<file path="src/rtl/msr_map.svh">
// constants for the main speed ramp and quick stop block
// assumes a 100 MHz mclk and percent values in hundredths (0..10000)
`ifndef MSR_MAP_SVH
`define MSR_MAP_SVH
`define MSR_ADDR_KEYPAD 4'h0
`define MSR_ADDR_SOURCE 4'h1
`define MSR_ADDR_RAMP_EN 4'h2
`define MSR_ADDR_UP_TIME 4'h3
`define MSR_ADDR_DOWN_TIME 4'h4
`define MSR_ADDR_QSTOP_TIME 4'h5
`define MSR_ADDR_DIN_FUNC 4'h6
`define MSR_ADDR_DISPLAY 4'h7
`define MSR_ADDR_STATUS 4'h8
`define MSR_PCT_MAX 14'h2710
`define MSR_KEYPAD_RST 14'h0000
`define MSR_UP_TIME_RST 12'h064
`define MSR_DOWN_TIME_RST 12'h0C8
`define MSR_QSTOP_TIME_RST 12'h01E
`define MSR_TIME_MAX 12'hBB8
`define MSR_QSTOP_TIME_MIN 12'h001
`define MSR_SRC_MAX 4'h8
`define MSR_FUNC_QSTOP 6'h32
`define MSR_TENTH_SCALE 4'hA
`define MSR_TICK_NS 32'h000F4240
`define MSR_CLK_NS 32'h0000000A
`define MSR_TICK_CYCLES (`MSR_TICK_NS / `MSR_CLK_NS)
`define MSR_TICKS_PER_TENTH 32'h00000064
`define MSR_ACC_FRAC 16
`endif

</file>
<file path="src/rtl/msr_pkg.sv">
// types for the main speed ramp and quick stop block
// enum codes are set here; assumes msr_map.svh supplies the other numbers
package msr_pkg;
    typedef enum logic [3:0] {
        MSR_SRC_KEYPAD = 4'h0,
        MSR_SRC_VOLT_A = 4'h1,
        MSR_SRC_CURR_A = 4'h2,
        MSR_SRC_VOLT_B = 4'h3,
        MSR_SRC_CURR_B = 4'h4,
        MSR_SRC_SERIAL = 4'h5,
        MSR_SRC_ENCODER = 4'h6,
        MSR_SRC_FIELDBUS = 4'h7,
        MSR_SRC_CONTROLLER = 4'h8
    } msr_src_t;
    typedef enum logic [1:0] {
        MSR_ST_IDLE = 2'b00,
        MSR_ST_RUN = 2'b01,
        MSR_ST_QSTOP = 2'b10
    } msr_state_t;
endpackage

</file>
<file path="src/rtl/msr_ramp.sv">
// main speed reference: source select, ramp, quick stop, tension scaling
// assumes synchronous inputs on mclk and a one-cycle register port
// What this block does
// - pick speed from one of nine sources
// - keypad speed 0.00 to 100.00, reset zero
// - keypad source uses stored keypad speed
// - serial, fieldbus, controller inputs are tenths
// - ramp enabled moves output at set rates
// - ramp disabled applies target at once
// - ramp up time 0..300 s, reset 10
// - ramp down time 0..300 s, reset 20
// - ramp times refer to full 100 percent
// - display target stopped, ramped speed running
// - input function code 50 means quick stop
// - quick stop decelerates over fixed time
// - quick stop time 0.1..300 s, reset 3
// - output and tension loop stay active
// - closed loop tension is sensor percent
// - open loop tension is torque percent
// - speed is percent of max line speed
`include "msr_map.svh"
module msr_ramp
    import msr_pkg::*;
(
    input wire logic mclk,
    input wire logic rst,
    input wire logic [3:0] reg_addr,
    input wire logic [15:0] reg_wdata,
    input wire logic reg_wr,
    input wire logic reg_rd,
    output logic [15:0] reg_rdata,
    input wire logic run_cmd,
    input wire logic [7:0] din,
    input wire logic [13:0] voltage_in_a,
    input wire logic [13:0] current_in_a,
    input wire logic [13:0] voltage_in_b,
    input wire logic [13:0] current_in_b,
    input wire logic [13:0] encoder_in,
    input wire logic [15:0] serial_in,
    input wire logic [15:0] fieldbus_in,
    input wire logic [15:0] controller_card_source,
    input wire logic closed_loop,
    input wire logic [13:0] tension_cmd,
    output logic [13:0] main_speed,
    output logic [13:0] main_speed_disp,
    output logic drive_out_en,
    output logic tension_reg_en,
    output logic quick_stop_active,
    output logic tension_is_force,
    output logic [13:0] tension_pct
);
    localparam int TICK_CYC = `MSR_TICK_CYCLES;

    logic [13:0] keypad_r;
    msr_src_t src_r;
    logic speed_ramp_enable_r;
    logic [11:0] speed_ramp_up_time_r;
    logic [11:0] speed_ramp_down_time_r;
    logic [11:0] qstop_time_r;
    logic [5:0] digital_input_function_r [8];
    msr_state_t state_r;
    logic [16:0] tick_cnt_r;
    logic tick_r;
    logic [13:0] target;
    logic [13:0] out_r;
    logic [29:0] acc_r;
    logic [29:0] step_q_r;
    logic [29:0] up_step;
    logic [29:0] down_step;
    logic [29:0] target_acc;
    logic [29:0] qstop_step;
    logic qstop_in;
    logic [7:0] qstop_hit;

    // tenths of percent to hundredths, clamped to full scale
    function automatic logic [13:0] tenths_to_pct(input logic [15:0] v);
        logic [19:0] p;
        p = 20'(v) * 20'(`MSR_TENTH_SCALE);
        if (p > 20'(`MSR_PCT_MAX)) begin
            tenths_to_pct = `MSR_PCT_MAX;
        end else begin
            tenths_to_pct = p[13:0];
        end
    endfunction

    // clamp a written percent or time to its range
    function automatic logic [13:0] clamp14(input logic [15:0] v,
                                            input logic [13:0] hi);
        clamp14 = (v > 16'(hi)) ? hi : v[13:0];
    endfunction

    // per-tick step in 2^-16 units: full scale over time in ticks
    function automatic logic [29:0] step_of(input logic [11:0] t);
        logic [31:0] ticks;
        ticks = 32'(t) * `MSR_TICKS_PER_TENTH;
        if (t == 12'h000) begin
            step_of = {`MSR_PCT_MAX, 16'h0000};
        end else begin
            step_of = 30'(({18'h0, `MSR_PCT_MAX} << `MSR_ACC_FRAC) / ticks);
        end
    endfunction

    // quick stop function decode per input
    genvar gi;
    generate
        for (gi = 0; gi < 8; gi++) begin : g_din
            assign qstop_hit[gi] = din[gi] &&
                (digital_input_function_r[gi] == `MSR_FUNC_QSTOP);
        end
    endgenerate
    assign qstop_in = |qstop_hit;

    // source select, all in hundredths of percent of line speed
    always_comb begin
        case (src_r)
            MSR_SRC_KEYPAD: target = keypad_r;
            // analog and pulse levels clamped so a bad sensor stays in range
            MSR_SRC_VOLT_A: target =
                clamp14({2'b00, voltage_in_a}, `MSR_PCT_MAX);
            MSR_SRC_CURR_A: target =
                clamp14({2'b00, current_in_a}, `MSR_PCT_MAX);
            MSR_SRC_VOLT_B: target =
                clamp14({2'b00, voltage_in_b}, `MSR_PCT_MAX);
            MSR_SRC_CURR_B: target =
                clamp14({2'b00, current_in_b}, `MSR_PCT_MAX);
            MSR_SRC_SERIAL: target = tenths_to_pct(serial_in);
            MSR_SRC_ENCODER: target =
                clamp14({2'b00, encoder_in}, `MSR_PCT_MAX);
            MSR_SRC_FIELDBUS: target = tenths_to_pct(fieldbus_in);
            MSR_SRC_CONTROLLER: target = tenths_to_pct(controller_card_source);
            default: target = keypad_r;
        endcase
    end

    // settings written by software
    always_ff @(posedge mclk) begin
        if (rst) begin
            keypad_r <= `MSR_KEYPAD_RST;
            src_r <= MSR_SRC_VOLT_A;
            speed_ramp_enable_r <= 1'b0;
            speed_ramp_up_time_r <= `MSR_UP_TIME_RST;
            speed_ramp_down_time_r <= `MSR_DOWN_TIME_RST;
            qstop_time_r <= `MSR_QSTOP_TIME_RST;
            for (int i = 0; i < 8; i++) begin
                digital_input_function_r[i] <= 6'h00;
            end
        end else if (reg_wr) begin
            case (reg_addr)
                `MSR_ADDR_KEYPAD: keypad_r <= clamp14(reg_wdata, `MSR_PCT_MAX);
                `MSR_ADDR_SOURCE: begin
                    if (reg_wdata <= 16'(`MSR_SRC_MAX)) begin
                        src_r <= msr_src_t'(reg_wdata[3:0]);
                    end
                end
                `MSR_ADDR_RAMP_EN: speed_ramp_enable_r <= reg_wdata[0];
                `MSR_ADDR_UP_TIME: speed_ramp_up_time_r <=
                    12'(clamp14(reg_wdata, 14'(`MSR_TIME_MAX)));
                `MSR_ADDR_DOWN_TIME: speed_ramp_down_time_r <=
                    12'(clamp14(reg_wdata, 14'(`MSR_TIME_MAX)));
                `MSR_ADDR_QSTOP_TIME: begin
                    if (reg_wdata < 16'(`MSR_QSTOP_TIME_MIN)) begin
                        qstop_time_r <= `MSR_QSTOP_TIME_MIN;
                    end else begin
                        qstop_time_r <=
                            12'(clamp14(reg_wdata, 14'(`MSR_TIME_MAX)));
                    end
                end
                `MSR_ADDR_DIN_FUNC:
                    digital_input_function_r[reg_wdata[10:8]] <= reg_wdata[5:0];
                default: ;
            endcase
        end
    end

    // control tick generator
    always_ff @(posedge mclk) begin
        if (rst) begin
            tick_cnt_r <= 17'h00000;
            tick_r <= 1'b0;
        end else if (tick_cnt_r == 17'(TICK_CYC - 1)) begin
            tick_cnt_r <= 17'h00000;
            tick_r <= 1'b1;
        end else begin
            tick_cnt_r <= tick_cnt_r + 17'h00001;
            tick_r <= 1'b0;
        end
    end

    // run and quick stop state
    always_ff @(posedge mclk) begin
        if (rst) begin
            state_r <= MSR_ST_IDLE;
        end else begin
            case (state_r)
                MSR_ST_IDLE: begin
                    if (run_cmd) state_r <= MSR_ST_RUN;
                end
                MSR_ST_RUN: begin
                    if (!run_cmd) begin
                        state_r <= MSR_ST_IDLE;
                    end else if (qstop_in) begin
                        state_r <= MSR_ST_QSTOP;
                    end
                end
                // stays here until run drops; output is kept alive
                MSR_ST_QSTOP: begin
                    if (!run_cmd) state_r <= MSR_ST_IDLE;
                end
                default: state_r <= MSR_ST_IDLE;
            endcase
        end
    end

    // quick stop step: present output over the stop time, rounded up
    assign qstop_step = 30'(({16'h0, out_r} << `MSR_ACC_FRAC) /
        (32'(qstop_time_r) * `MSR_TICKS_PER_TENTH)) + 30'h1;

    // quick stop step latched from the output at entry
    always_ff @(posedge mclk) begin
        if (rst) begin
            step_q_r <= 30'h0;
        end else if (state_r == MSR_ST_RUN && run_cmd && qstop_in) begin
            step_q_r <= qstop_step;
        end
    end

    // one divider per direction, shared by compare and update
    assign up_step = step_of(speed_ramp_up_time_r);
    assign down_step = step_of(speed_ramp_down_time_r);
    assign target_acc = {target, 16'h0000};

    // ramp accumulator, 16 fraction bits
    always_ff @(posedge mclk) begin
        if (rst) begin
            acc_r <= 30'h0;
        end else if (state_r == MSR_ST_QSTOP) begin
            if (tick_r) begin
                acc_r <= (acc_r > step_q_r) ? acc_r - step_q_r : 30'h0;
            end
        end else if (!speed_ramp_enable_r) begin
            acc_r <= target_acc;
        end else if (tick_r) begin
            if (acc_r < target_acc) begin
                if (target_acc - acc_r > up_step)
                    acc_r <= acc_r + up_step;
                else acc_r <= target_acc;
            end else begin
                if (acc_r - target_acc > down_step)
                    acc_r <= acc_r - down_step;
                else acc_r <= target_acc;
            end
        end
    end
    assign out_r = acc_r[29:16];

    // registered outputs
    always_ff @(posedge mclk) begin
        if (rst) begin
            main_speed <= 14'h0000;
            main_speed_disp <= 14'h0000;
            drive_out_en <= 1'b0;
            tension_reg_en <= 1'b0;
            quick_stop_active <= 1'b0;
            tension_is_force <= 1'b0;
            tension_pct <= 14'h0000;
        end else begin
            main_speed <= out_r;
            main_speed_disp <= (state_r == MSR_ST_IDLE) ?
                target : out_r;
            drive_out_en <= (state_r != MSR_ST_IDLE);
            tension_reg_en <= (state_r != MSR_ST_IDLE);
            quick_stop_active <= (state_r == MSR_ST_QSTOP);
            tension_is_force <= closed_loop;
            tension_pct <= clamp14({2'b00, tension_cmd}, `MSR_PCT_MAX);
        end
    end

    // read port, data one cycle after the strobe
    always_ff @(posedge mclk) begin
        if (rst) begin
            reg_rdata <= 16'h0000;
        end else if (reg_rd) begin
            case (reg_addr)
                `MSR_ADDR_KEYPAD: reg_rdata <= {2'b00, keypad_r};
                `MSR_ADDR_SOURCE: reg_rdata <= {12'h000, src_r};
                `MSR_ADDR_RAMP_EN: reg_rdata <= {15'h0000, speed_ramp_enable_r};
                `MSR_ADDR_UP_TIME: reg_rdata <= {4'h0, speed_ramp_up_time_r};
                `MSR_ADDR_DOWN_TIME: reg_rdata <= {4'h0, speed_ramp_down_time_r};
                `MSR_ADDR_QSTOP_TIME: reg_rdata <= {4'h0, qstop_time_r};
                `MSR_ADDR_DISPLAY: reg_rdata <= {2'b00, main_speed_disp};
                `MSR_ADDR_STATUS: reg_rdata <= {12'h000, tension_is_force,
                    quick_stop_active, drive_out_en, speed_ramp_enable_r};
                default: reg_rdata <= 16'h0000;
            endcase
        end else begin
            reg_rdata <= 16'h0000;
        end
    end
endmodule

</file>
<file path="config.mk">
export PLATFORM = sky130hd
export DESIGN_NAME = msr_ramp
export DESIGN_NICKNAME = d
export VERILOG_FILES = /design/src/rtl/msr_pkg.sv /design/src/rtl/msr_ramp.sv
export VERILOG_INCLUDE_DIRS = /design/src /design/src/rtl
export SDC_FILE = /design/constraint.sdc
export NUM_CORES = 2
export LEC_CHECK = 0
export BUFFER_PORTS_ARGS = -buffer_cell sky130_fd_sc_hd__buf_2
export CAP_MARGIN = 10
export CORE_MARGIN = 2
export CORE_UTILIZATION = 45
export CTS_CLUSTER_DIAMETER = 150
export DETAILED_ROUTE_END_ITERATION = 6
export MAX_ROUTING_LAYER = met4
export PLACE_DENSITY_LB_ADDON = 0.1
export SLEW_MARGIN = 0
export SYNTH_ARGS = -nofsm -noshare
export SYNTH_HDL_FRONTEND = slang
export SYNTH_SLANG_ARGS = --single-unit
</file>
<file path="constraint.sdc">
create_clock -name mclk -period 89.4 [get_ports mclk]
set_clock_uncertainty 0.1 [all_clocks]
set_input_delay 22.35 -clock mclk [delete_from_list [all_inputs] [get_ports mclk]]
set_output_delay 22.35 -clock mclk [all_outputs]
set_load 0.01 [all_outputs]
</file>
### After elaboration in Yosys (flattened, before gate mapping)

Memories as Yosys holds them, arrays and structs flattened.
Index checks and enable logic that the tools add are counted.

* register bits after elaboration: 196
* RAM bits: 48
* input bits: 166
* output and inout bits: 62
* logic and storage cells: 154
* memories: 1

* add/sub/neg operators: 7
* multipliers: 6
* divide/modulo/power cells: 3
* $lt $le $gt $ge: 17
* equal/unequal tests: 32
* multiplexer cells: 40
* bitwise gates (word level): 1
* reduce and logical (&&, ||, !) cells: 28

Memory list
* digital_input_function_r: words 8, width 6, read ports 8, clocked after Yosys merged registers in 0, wr ports 8, line msr_ramp.sv:60 `logic [5:0] digital_input_function_r [8];`

Operator list (number)
* 2-to-1 mux 30 bit: 10
* case mux 14 bit (8 select lines): 2
* 2-to-1 mux 14 bit: 11
* subtractor 30 bit: 4
* > comparator 30 bit: 3
* > comparator 14 bit (second input constant): 6
* divider 30 x 19 -> 32 bit (first input constant): 2
* > comparator 20 x 14 -> 1 bit (second input constant): 3
* multiplier 16 x 3 -> 19 bit (second input constant): 3
* multiplier 12 x 5 -> 17 bit (second input constant): 3
* equality test 6 bit (second input constant): 8
* divider 30 x 19 -> 32 bit: 1
* equality test 4 x 3 -> 1 bit (second input constant): 8
* adder 30 x 1 -> 30 bit (second input constant): 1
* adder 30 bit: 1
* < comparator 30 bit: 1
* zero test 12 bit: 2
* 2-to-1 mux 12 bit: 2
* adder 17 x 1 -> 17 bit (second input constant): 1
* equality test 17 bit (second input constant): 1
* equality test 4 x 2 -> 1 bit (second input constant): 4
* > comparator 16 x 12 -> 1 bit (second input constant): 1
* > comparator 16 x 14 -> 1 bit (second input constant): 1
* <= comparator 16 x 4 -> 1 bit (second input constant): 1
* other kinds (23): 54

### Longest topological paths before layout

* depth after elaboration: 11
* depth in mapped cells: 527
* mapped depth without buffers: 492

### Least setup slack after synthesis

Ideal clock, no wire load.

* kind: register -> register
* from: register speed_ramp_up_time_r[0]
* to: register acc_r[28]
* setup time: 0.095 ns
* arrival time: 90.504 ns
* required time: 89.205 ns
* slack: -1.299 ns
* stages on the path, launching flop included: 517
* buffers on the path: 41
* clock period less this slack: 90.699 ns
* cells stage by stage: dfxtp_1 -> clkbuf_1 -> clkinv_1 -> clkbuf_1 -> clkbuf_1 -> ha_1 -> ha_1 -> ha_1 -> inv_1 -> fa_1 -> nor2b_1 -> o21a_1 -> o21a_1 -> o211ai_1 -> a21boi_0 -> o21a_1 -> or2_2 -> clkbuf_1 -> [... 481 more ...] -> a21o_1 -> a21o_1 -> a21o_1 -> a21o_1 -> a21o_1 -> a21o_1 -> a21o_1 -> a21o_1 -> a21o_1 -> a21oi_1 -> xnor2_1 -> nand2_1 -> o21ai_0 -> nand2_1 -> nand2_1 -> a21oi_1 -> a311o_1 -> a221oi_1

* word-level cells in the longest chain between the ends: 9
* elaborated cells between the ends (all ways): 11
* those cells by class: 1 x add/sub; 1 x mul; 1 x div; 1 x order compare; 6 x mux; 1 x reduce/logical

Ends and longest elaborated chain
* from (decl): line msr_ramp.sv:57 `logic [11:0] speed_ramp_up_time_r;`
* from (signal assigned): line msr_ramp.sv:141 `` speed_ramp_up_time_r <= `MSR_UP_TIME_RST; ``
* from (signal assigned): line msr_ramp.sv:156 `` `MSR_ADDR_UP_TIME: speed_ramp_up_time_r <= ``
* multiplier 12 x 5 -> 17 bit (no source line)
* divider 30 x 19 -> 32 bit: line msr_ramp.sv:99 `` step_of = 30'(({18'h0, `MSR_PCT_MAX} << `MSR_ACC_FRAC) / ticks); ``
* 2-to-1 mux 30 bit *: line msr_ramp.sv:96 `if (t == 12'h000) begin`
* adder 30 bit / > comparator 30 bit (equally long branches): line msr_ramp.sv:245, msr_ramp.sv:244
* 2-to-1 mux 30 bit *: line msr_ramp.sv:244 `if (target_acc - acc_r > up_step)`
* 2-to-1 mux 30 bit *: line msr_ramp.sv:243 `if (acc_r < target_acc) begin`
* 2-to-1 mux 30 bit *: line msr_ramp.sv:242 `end else if (tick_r) begin`
* 2-to-1 mux 30 bit *: line msr_ramp.sv:240 `end else if (!speed_ramp_enable_r) begin`
* 2-to-1 mux 30 bit *: line msr_ramp.sv:236 `end else if (state_r == MSR_ST_QSTOP) begin`
* to (signal assigned): line msr_ramp.sv:238 `acc_r <= (acc_r > step_q_r) ? acc_r - step_q_r : 30'h0;`
* to (signal assigned): line msr_ramp.sv:241 `acc_r <= target_acc;`
* to (signal assigned): line msr_ramp.sv:245 `acc_r <= acc_r + up_step;`
* to (decl): line msr_ramp.sv:66 `logic [29:0] acc_r;`

Mark *: on every way between the ends. The rest lies on a longest branch, timed or not. The select of a mux whose other input is x is not followed.
A chain may end at the register's enable or synchronous reset.

### Final worst setup path

* from: register speed_ramp_down_time_r[2]
* to: register acc_r[29]

* word-level cells in the longest chain between the ends: 9
* elaborated cells between the ends (all ways): 11
* those cells by class: 1 x add/sub; 1 x mul; 1 x div; 1 x order compare; 6 x mux; 1 x reduce/logical

Ends and longest elaborated chain
* from (decl): line msr_ramp.sv:58 `logic [11:0] speed_ramp_down_time_r;`
* from (signal assigned): line msr_ramp.sv:142 `` speed_ramp_down_time_r <= `MSR_DOWN_TIME_RST; ``
* from (signal assigned): line msr_ramp.sv:158 `` `MSR_ADDR_DOWN_TIME: speed_ramp_down_time_r <= ``
* multiplier 12 x 5 -> 17 bit (no source line)
* divider 30 x 19 -> 32 bit: line msr_ramp.sv:99
* 2-to-1 mux 30 bit *: line msr_ramp.sv:96
* subtractor 30 bit / > comparator 30 bit (equally long branches): line msr_ramp.sv:249, msr_ramp.sv:248
* 2-to-1 mux 30 bit *: line msr_ramp.sv:248 `if (acc_r - target_acc > down_step)`
* 2-to-1 mux 30 bit *: line msr_ramp.sv:243
* 2-to-1 mux 30 bit *: line msr_ramp.sv:242
* 2-to-1 mux 30 bit *: line msr_ramp.sv:240
* 2-to-1 mux 30 bit *: line msr_ramp.sv:236

Marked as above.

==> results.py <==
metrics = {
    "outcome": {
        "outcome": "finished with violations",
        "failed_checks": "design-rule violations",
    },
    "cells_and_area": {
        "layout-drive-gt1-share_pct": 13.81,
        "syn2layout_area_growth_pct": 13.39,
        "nets": 15350,
    },
    "timing": {
        "final-setup-viol-count": 0,
        "tns_ns": 0,
        "fin_crit_ns": 83.52,
        "max_slew_margin_pct": 6.140,
        "fmax_mhz": 11.97,
        "drv_slew": 0,
        "worstMarginPinSlew_ns": 1.395,
        "timing.final.crit_share_pct": 93.43,
        "hold_viol": 0,
    },
    "cts": {
        "insertion_delay_ns": 0.64,
        "numCtsBuffers": 35,
        "cts_tree": "yes",
        "htreeDepth": 2,
        "clockRootBuffer": "clkbuf_16",
        "clk_pin_slew_ns": 0.06,
        "clkSinkCount": 242,
        "cts_buffer_depth": 3,
    },
    "drt": {
        "drc_errors": 25,
        "antenna_left": 0,
        "routed_wl_um": 370200,
        "wl_per_cell_um": 22.55,
        "firstDrtPassIters": 7,
        "vias": 102687,
        "drt_iter0_markers": 8607,
        "viasPerCell": 6.255,
    },
    "setup_path": {
        "slowest_stage": "or4b_4",
        "worstSetupEndpointType": "flop",
        "crit_required_ns": 89.81,
        "critPathLaunchType": "flop",
        "critPathMaxStageDelay_ns": 0.61,
        "cpMostUsedCell": "a21o_1",
        "path_class": "flop to flop",
        "critPathArrivalTime_ns": 83.94,
        "worstPathMaxFanout": 15,
    },
    "yosys": {
        "netlist_top_cells_count": "1431 x ha_1, 1257 x nor2_1, 1071 x nand2_1, 1059 x a21oi_1, 908 x o21ai_0",
        "synth_cells": 13012,
        "synth_edf_count": 48,
        "synthTopCellsByArea": "ha_1 20%, a21oi_1 5.8%, nor2_1 5.2%",
        "ys_dominant_reg_cell": "dfxtp_1",
        "synth_top_area_cell": "ha_1",
        "yosysMostFrequentCell": "ha_1",
        "synthDistinctLibCells": 143,
        "synth_area_per_cell_um2": 6.964,
        "netlist_area_um2": 90610,
        "ys_ff_latch": 242,
        "seq_area_frac_synth_pct": 5.877,
        "yosys_warnings": 0,
        "synthArstFlopShare_pct": 0,
        "synth.top_cell.area_share_pct": 19.76,
    },
    "global_routing": {
        "met3_usage_pct": 2.657,
        "grt_max_degree": 68,
        "grt_busiest_layer": "met2",
        "antenna_found_initial": 13,
        "track_usage_pct": 35.17,
        "met1_usage_pct": 44.51,
        "grt_overflow": 0,
        "grt_pass1_wl_um": 561800,
        "grt_use_met2_pct": 58.26,
        "grt_pass1_vias": 97640,
    },
    "floorplanning": {
        "dieWidth_um": 452.7,
        "dieArea_um2": 205000,
        "num_rows": 164,
        "die_y_um": 452.7,
        "start_util_pct": 45.34,
        "ios": 228,
        "core-area_um2": 199900,
    },
    "placement": {
        "gp_congestion": 1.026,
        "dpl.hpwl_um": 297300,
        "port_buffers": 225,
    },
    "flow_run": {
        "maxCapViolations": 0,
    },
    "min_path": {
        "hold_path_class": "flop to flop",
    },
}
-- final cells by class --
cell class	count	area, um2
clock inverters	18	165.2
repair buffers	1052	7433
inverters	830	3134
diodes	10	25.02
clock buffers	46	999.7
well taps	2656	3323
multi-input cells	11563	82320
fillers	20026	97110
flip-flops and latches	242	5348
-- state kept, by name, summed over array words and instances, names as in the netlist, 2 cells and up --
signal and flops:
acc_r 30, digital_input_function_r 48, keypad_r 14, main_speed 14
main_speed_disp 14, qstop_time_r 12, reg_rdata 14, speed_ramp_down_time_r 12
speed_ramp_up_time_r 12, src_r 4, state_r 2, step_q_r 30
tension_pct 14, tick_cnt_r 17
-- cell usage in the layout (no fill, tap or decap), types with 110 or more instances in the layout --
master / n
and2_1: 208
nor3_1: 344
o21bai_1: 115
or3_1: 110
inv_1: 819
o21ai_1: 133
o211ai_1: 115
o21ai_0: 781
xnor2_1: 491
nor2_1: 1233
dfxtp_1: 180
and3_1: 136
buf_2: 226
nor2b_1: 172
a21oi_1: 1021
buf_4: 807
a31oi_1: 112
ha_1: 1422
nand2_1: 1063
nand3_1: 371
o21a_1: 250
mux2_2: 229
nand2b_1: 341
xor2_1: 285
a21o_1: 435
o31ai_1: 224
nand4_1: 193
a211oi_1: 140
-- metal layers --
layer	vias up	part of all wire (%)
met1	48777	43
met5	-	0
met4	0	4.4
met2	3496	47
met3	801	5.5
li1	49613	-
-- worst paths after layout --
kind	start	endpoint	slack [ns]	cells after the start
worst max-delay path	speed_ramp_down_time_r[2]	acc_r[29]	5.88	450
worst min-delay path	step_q_r[15]	step_q_r[15]	0.34	2
worst max register to register	speed_ramp_down_time_r[2]	acc_r[29]	5.88	450
worst min register to register	step_q_r[15]	step_q_r[15]	0.34	2
-- through the flow --
| stage | hold slack [ns] | cells | instance area (um2) | utilization [%] | worst slack (ns) |
|---|---|---|---|---|---|
| final | 0.3353 | 16417 | 102800 | 51.41 | 5.877 |
| after global routing | 0.3653 | 16415 | 102700 | 51.41 | -0.3605 |
| after CTS | 0.3390 | 16333 | 100800 | 50.42 | 0.05336 |
| after detailed placement | 0.3332 | 16269 | 99480 | 49.78 | -3.299 |
| after global placement | 0.3313 | 16269 | 99480 | 49.78 | -3.131 |
| after floorplan | 0.3156 | 13015 | 90670 | - | 0.02006 |
-- critical path: cells and delay by family (launching register included) --
kind,cells,cell delay (ns)
xor+xnor,2,0.29
simple gates,120,18.75
mux,7,2.06
compound gates,261,46.71
buf+inv,27,4.30
flops,1,0.40
fa+ha+maj,33,10.62
-- kinds of logic (layout without fill, tap and decap cells) --
logic type	count (synthesis)	after routing	synth area share, %
adders and majority gates	1460	1460	20.40
buffers and inverters	1212	1946	5.132
other	1	14	0.004138
AOI/OAI and AO/OA	4293	4294	31.27
DFF	242	242	5.877
muxes	338	338	4.076
xor gates and xnor gates	785	785	7.604
and+or+nand+nor	4681	4682	25.63
-- repair_timing --
item | in CTS | in global routing
setup endpoints to repair | 30 | 60
hold buffers | 0 | 0
resized for setup | 33 | 447
gates cloned | 0 | 4
pin swaps | 0 | 68
setup buffers | 0 | 69
Power is left out: the tool's default activity adds up to more than one toggle a clock period on the data nets, which glitch-free logic cannot reach.
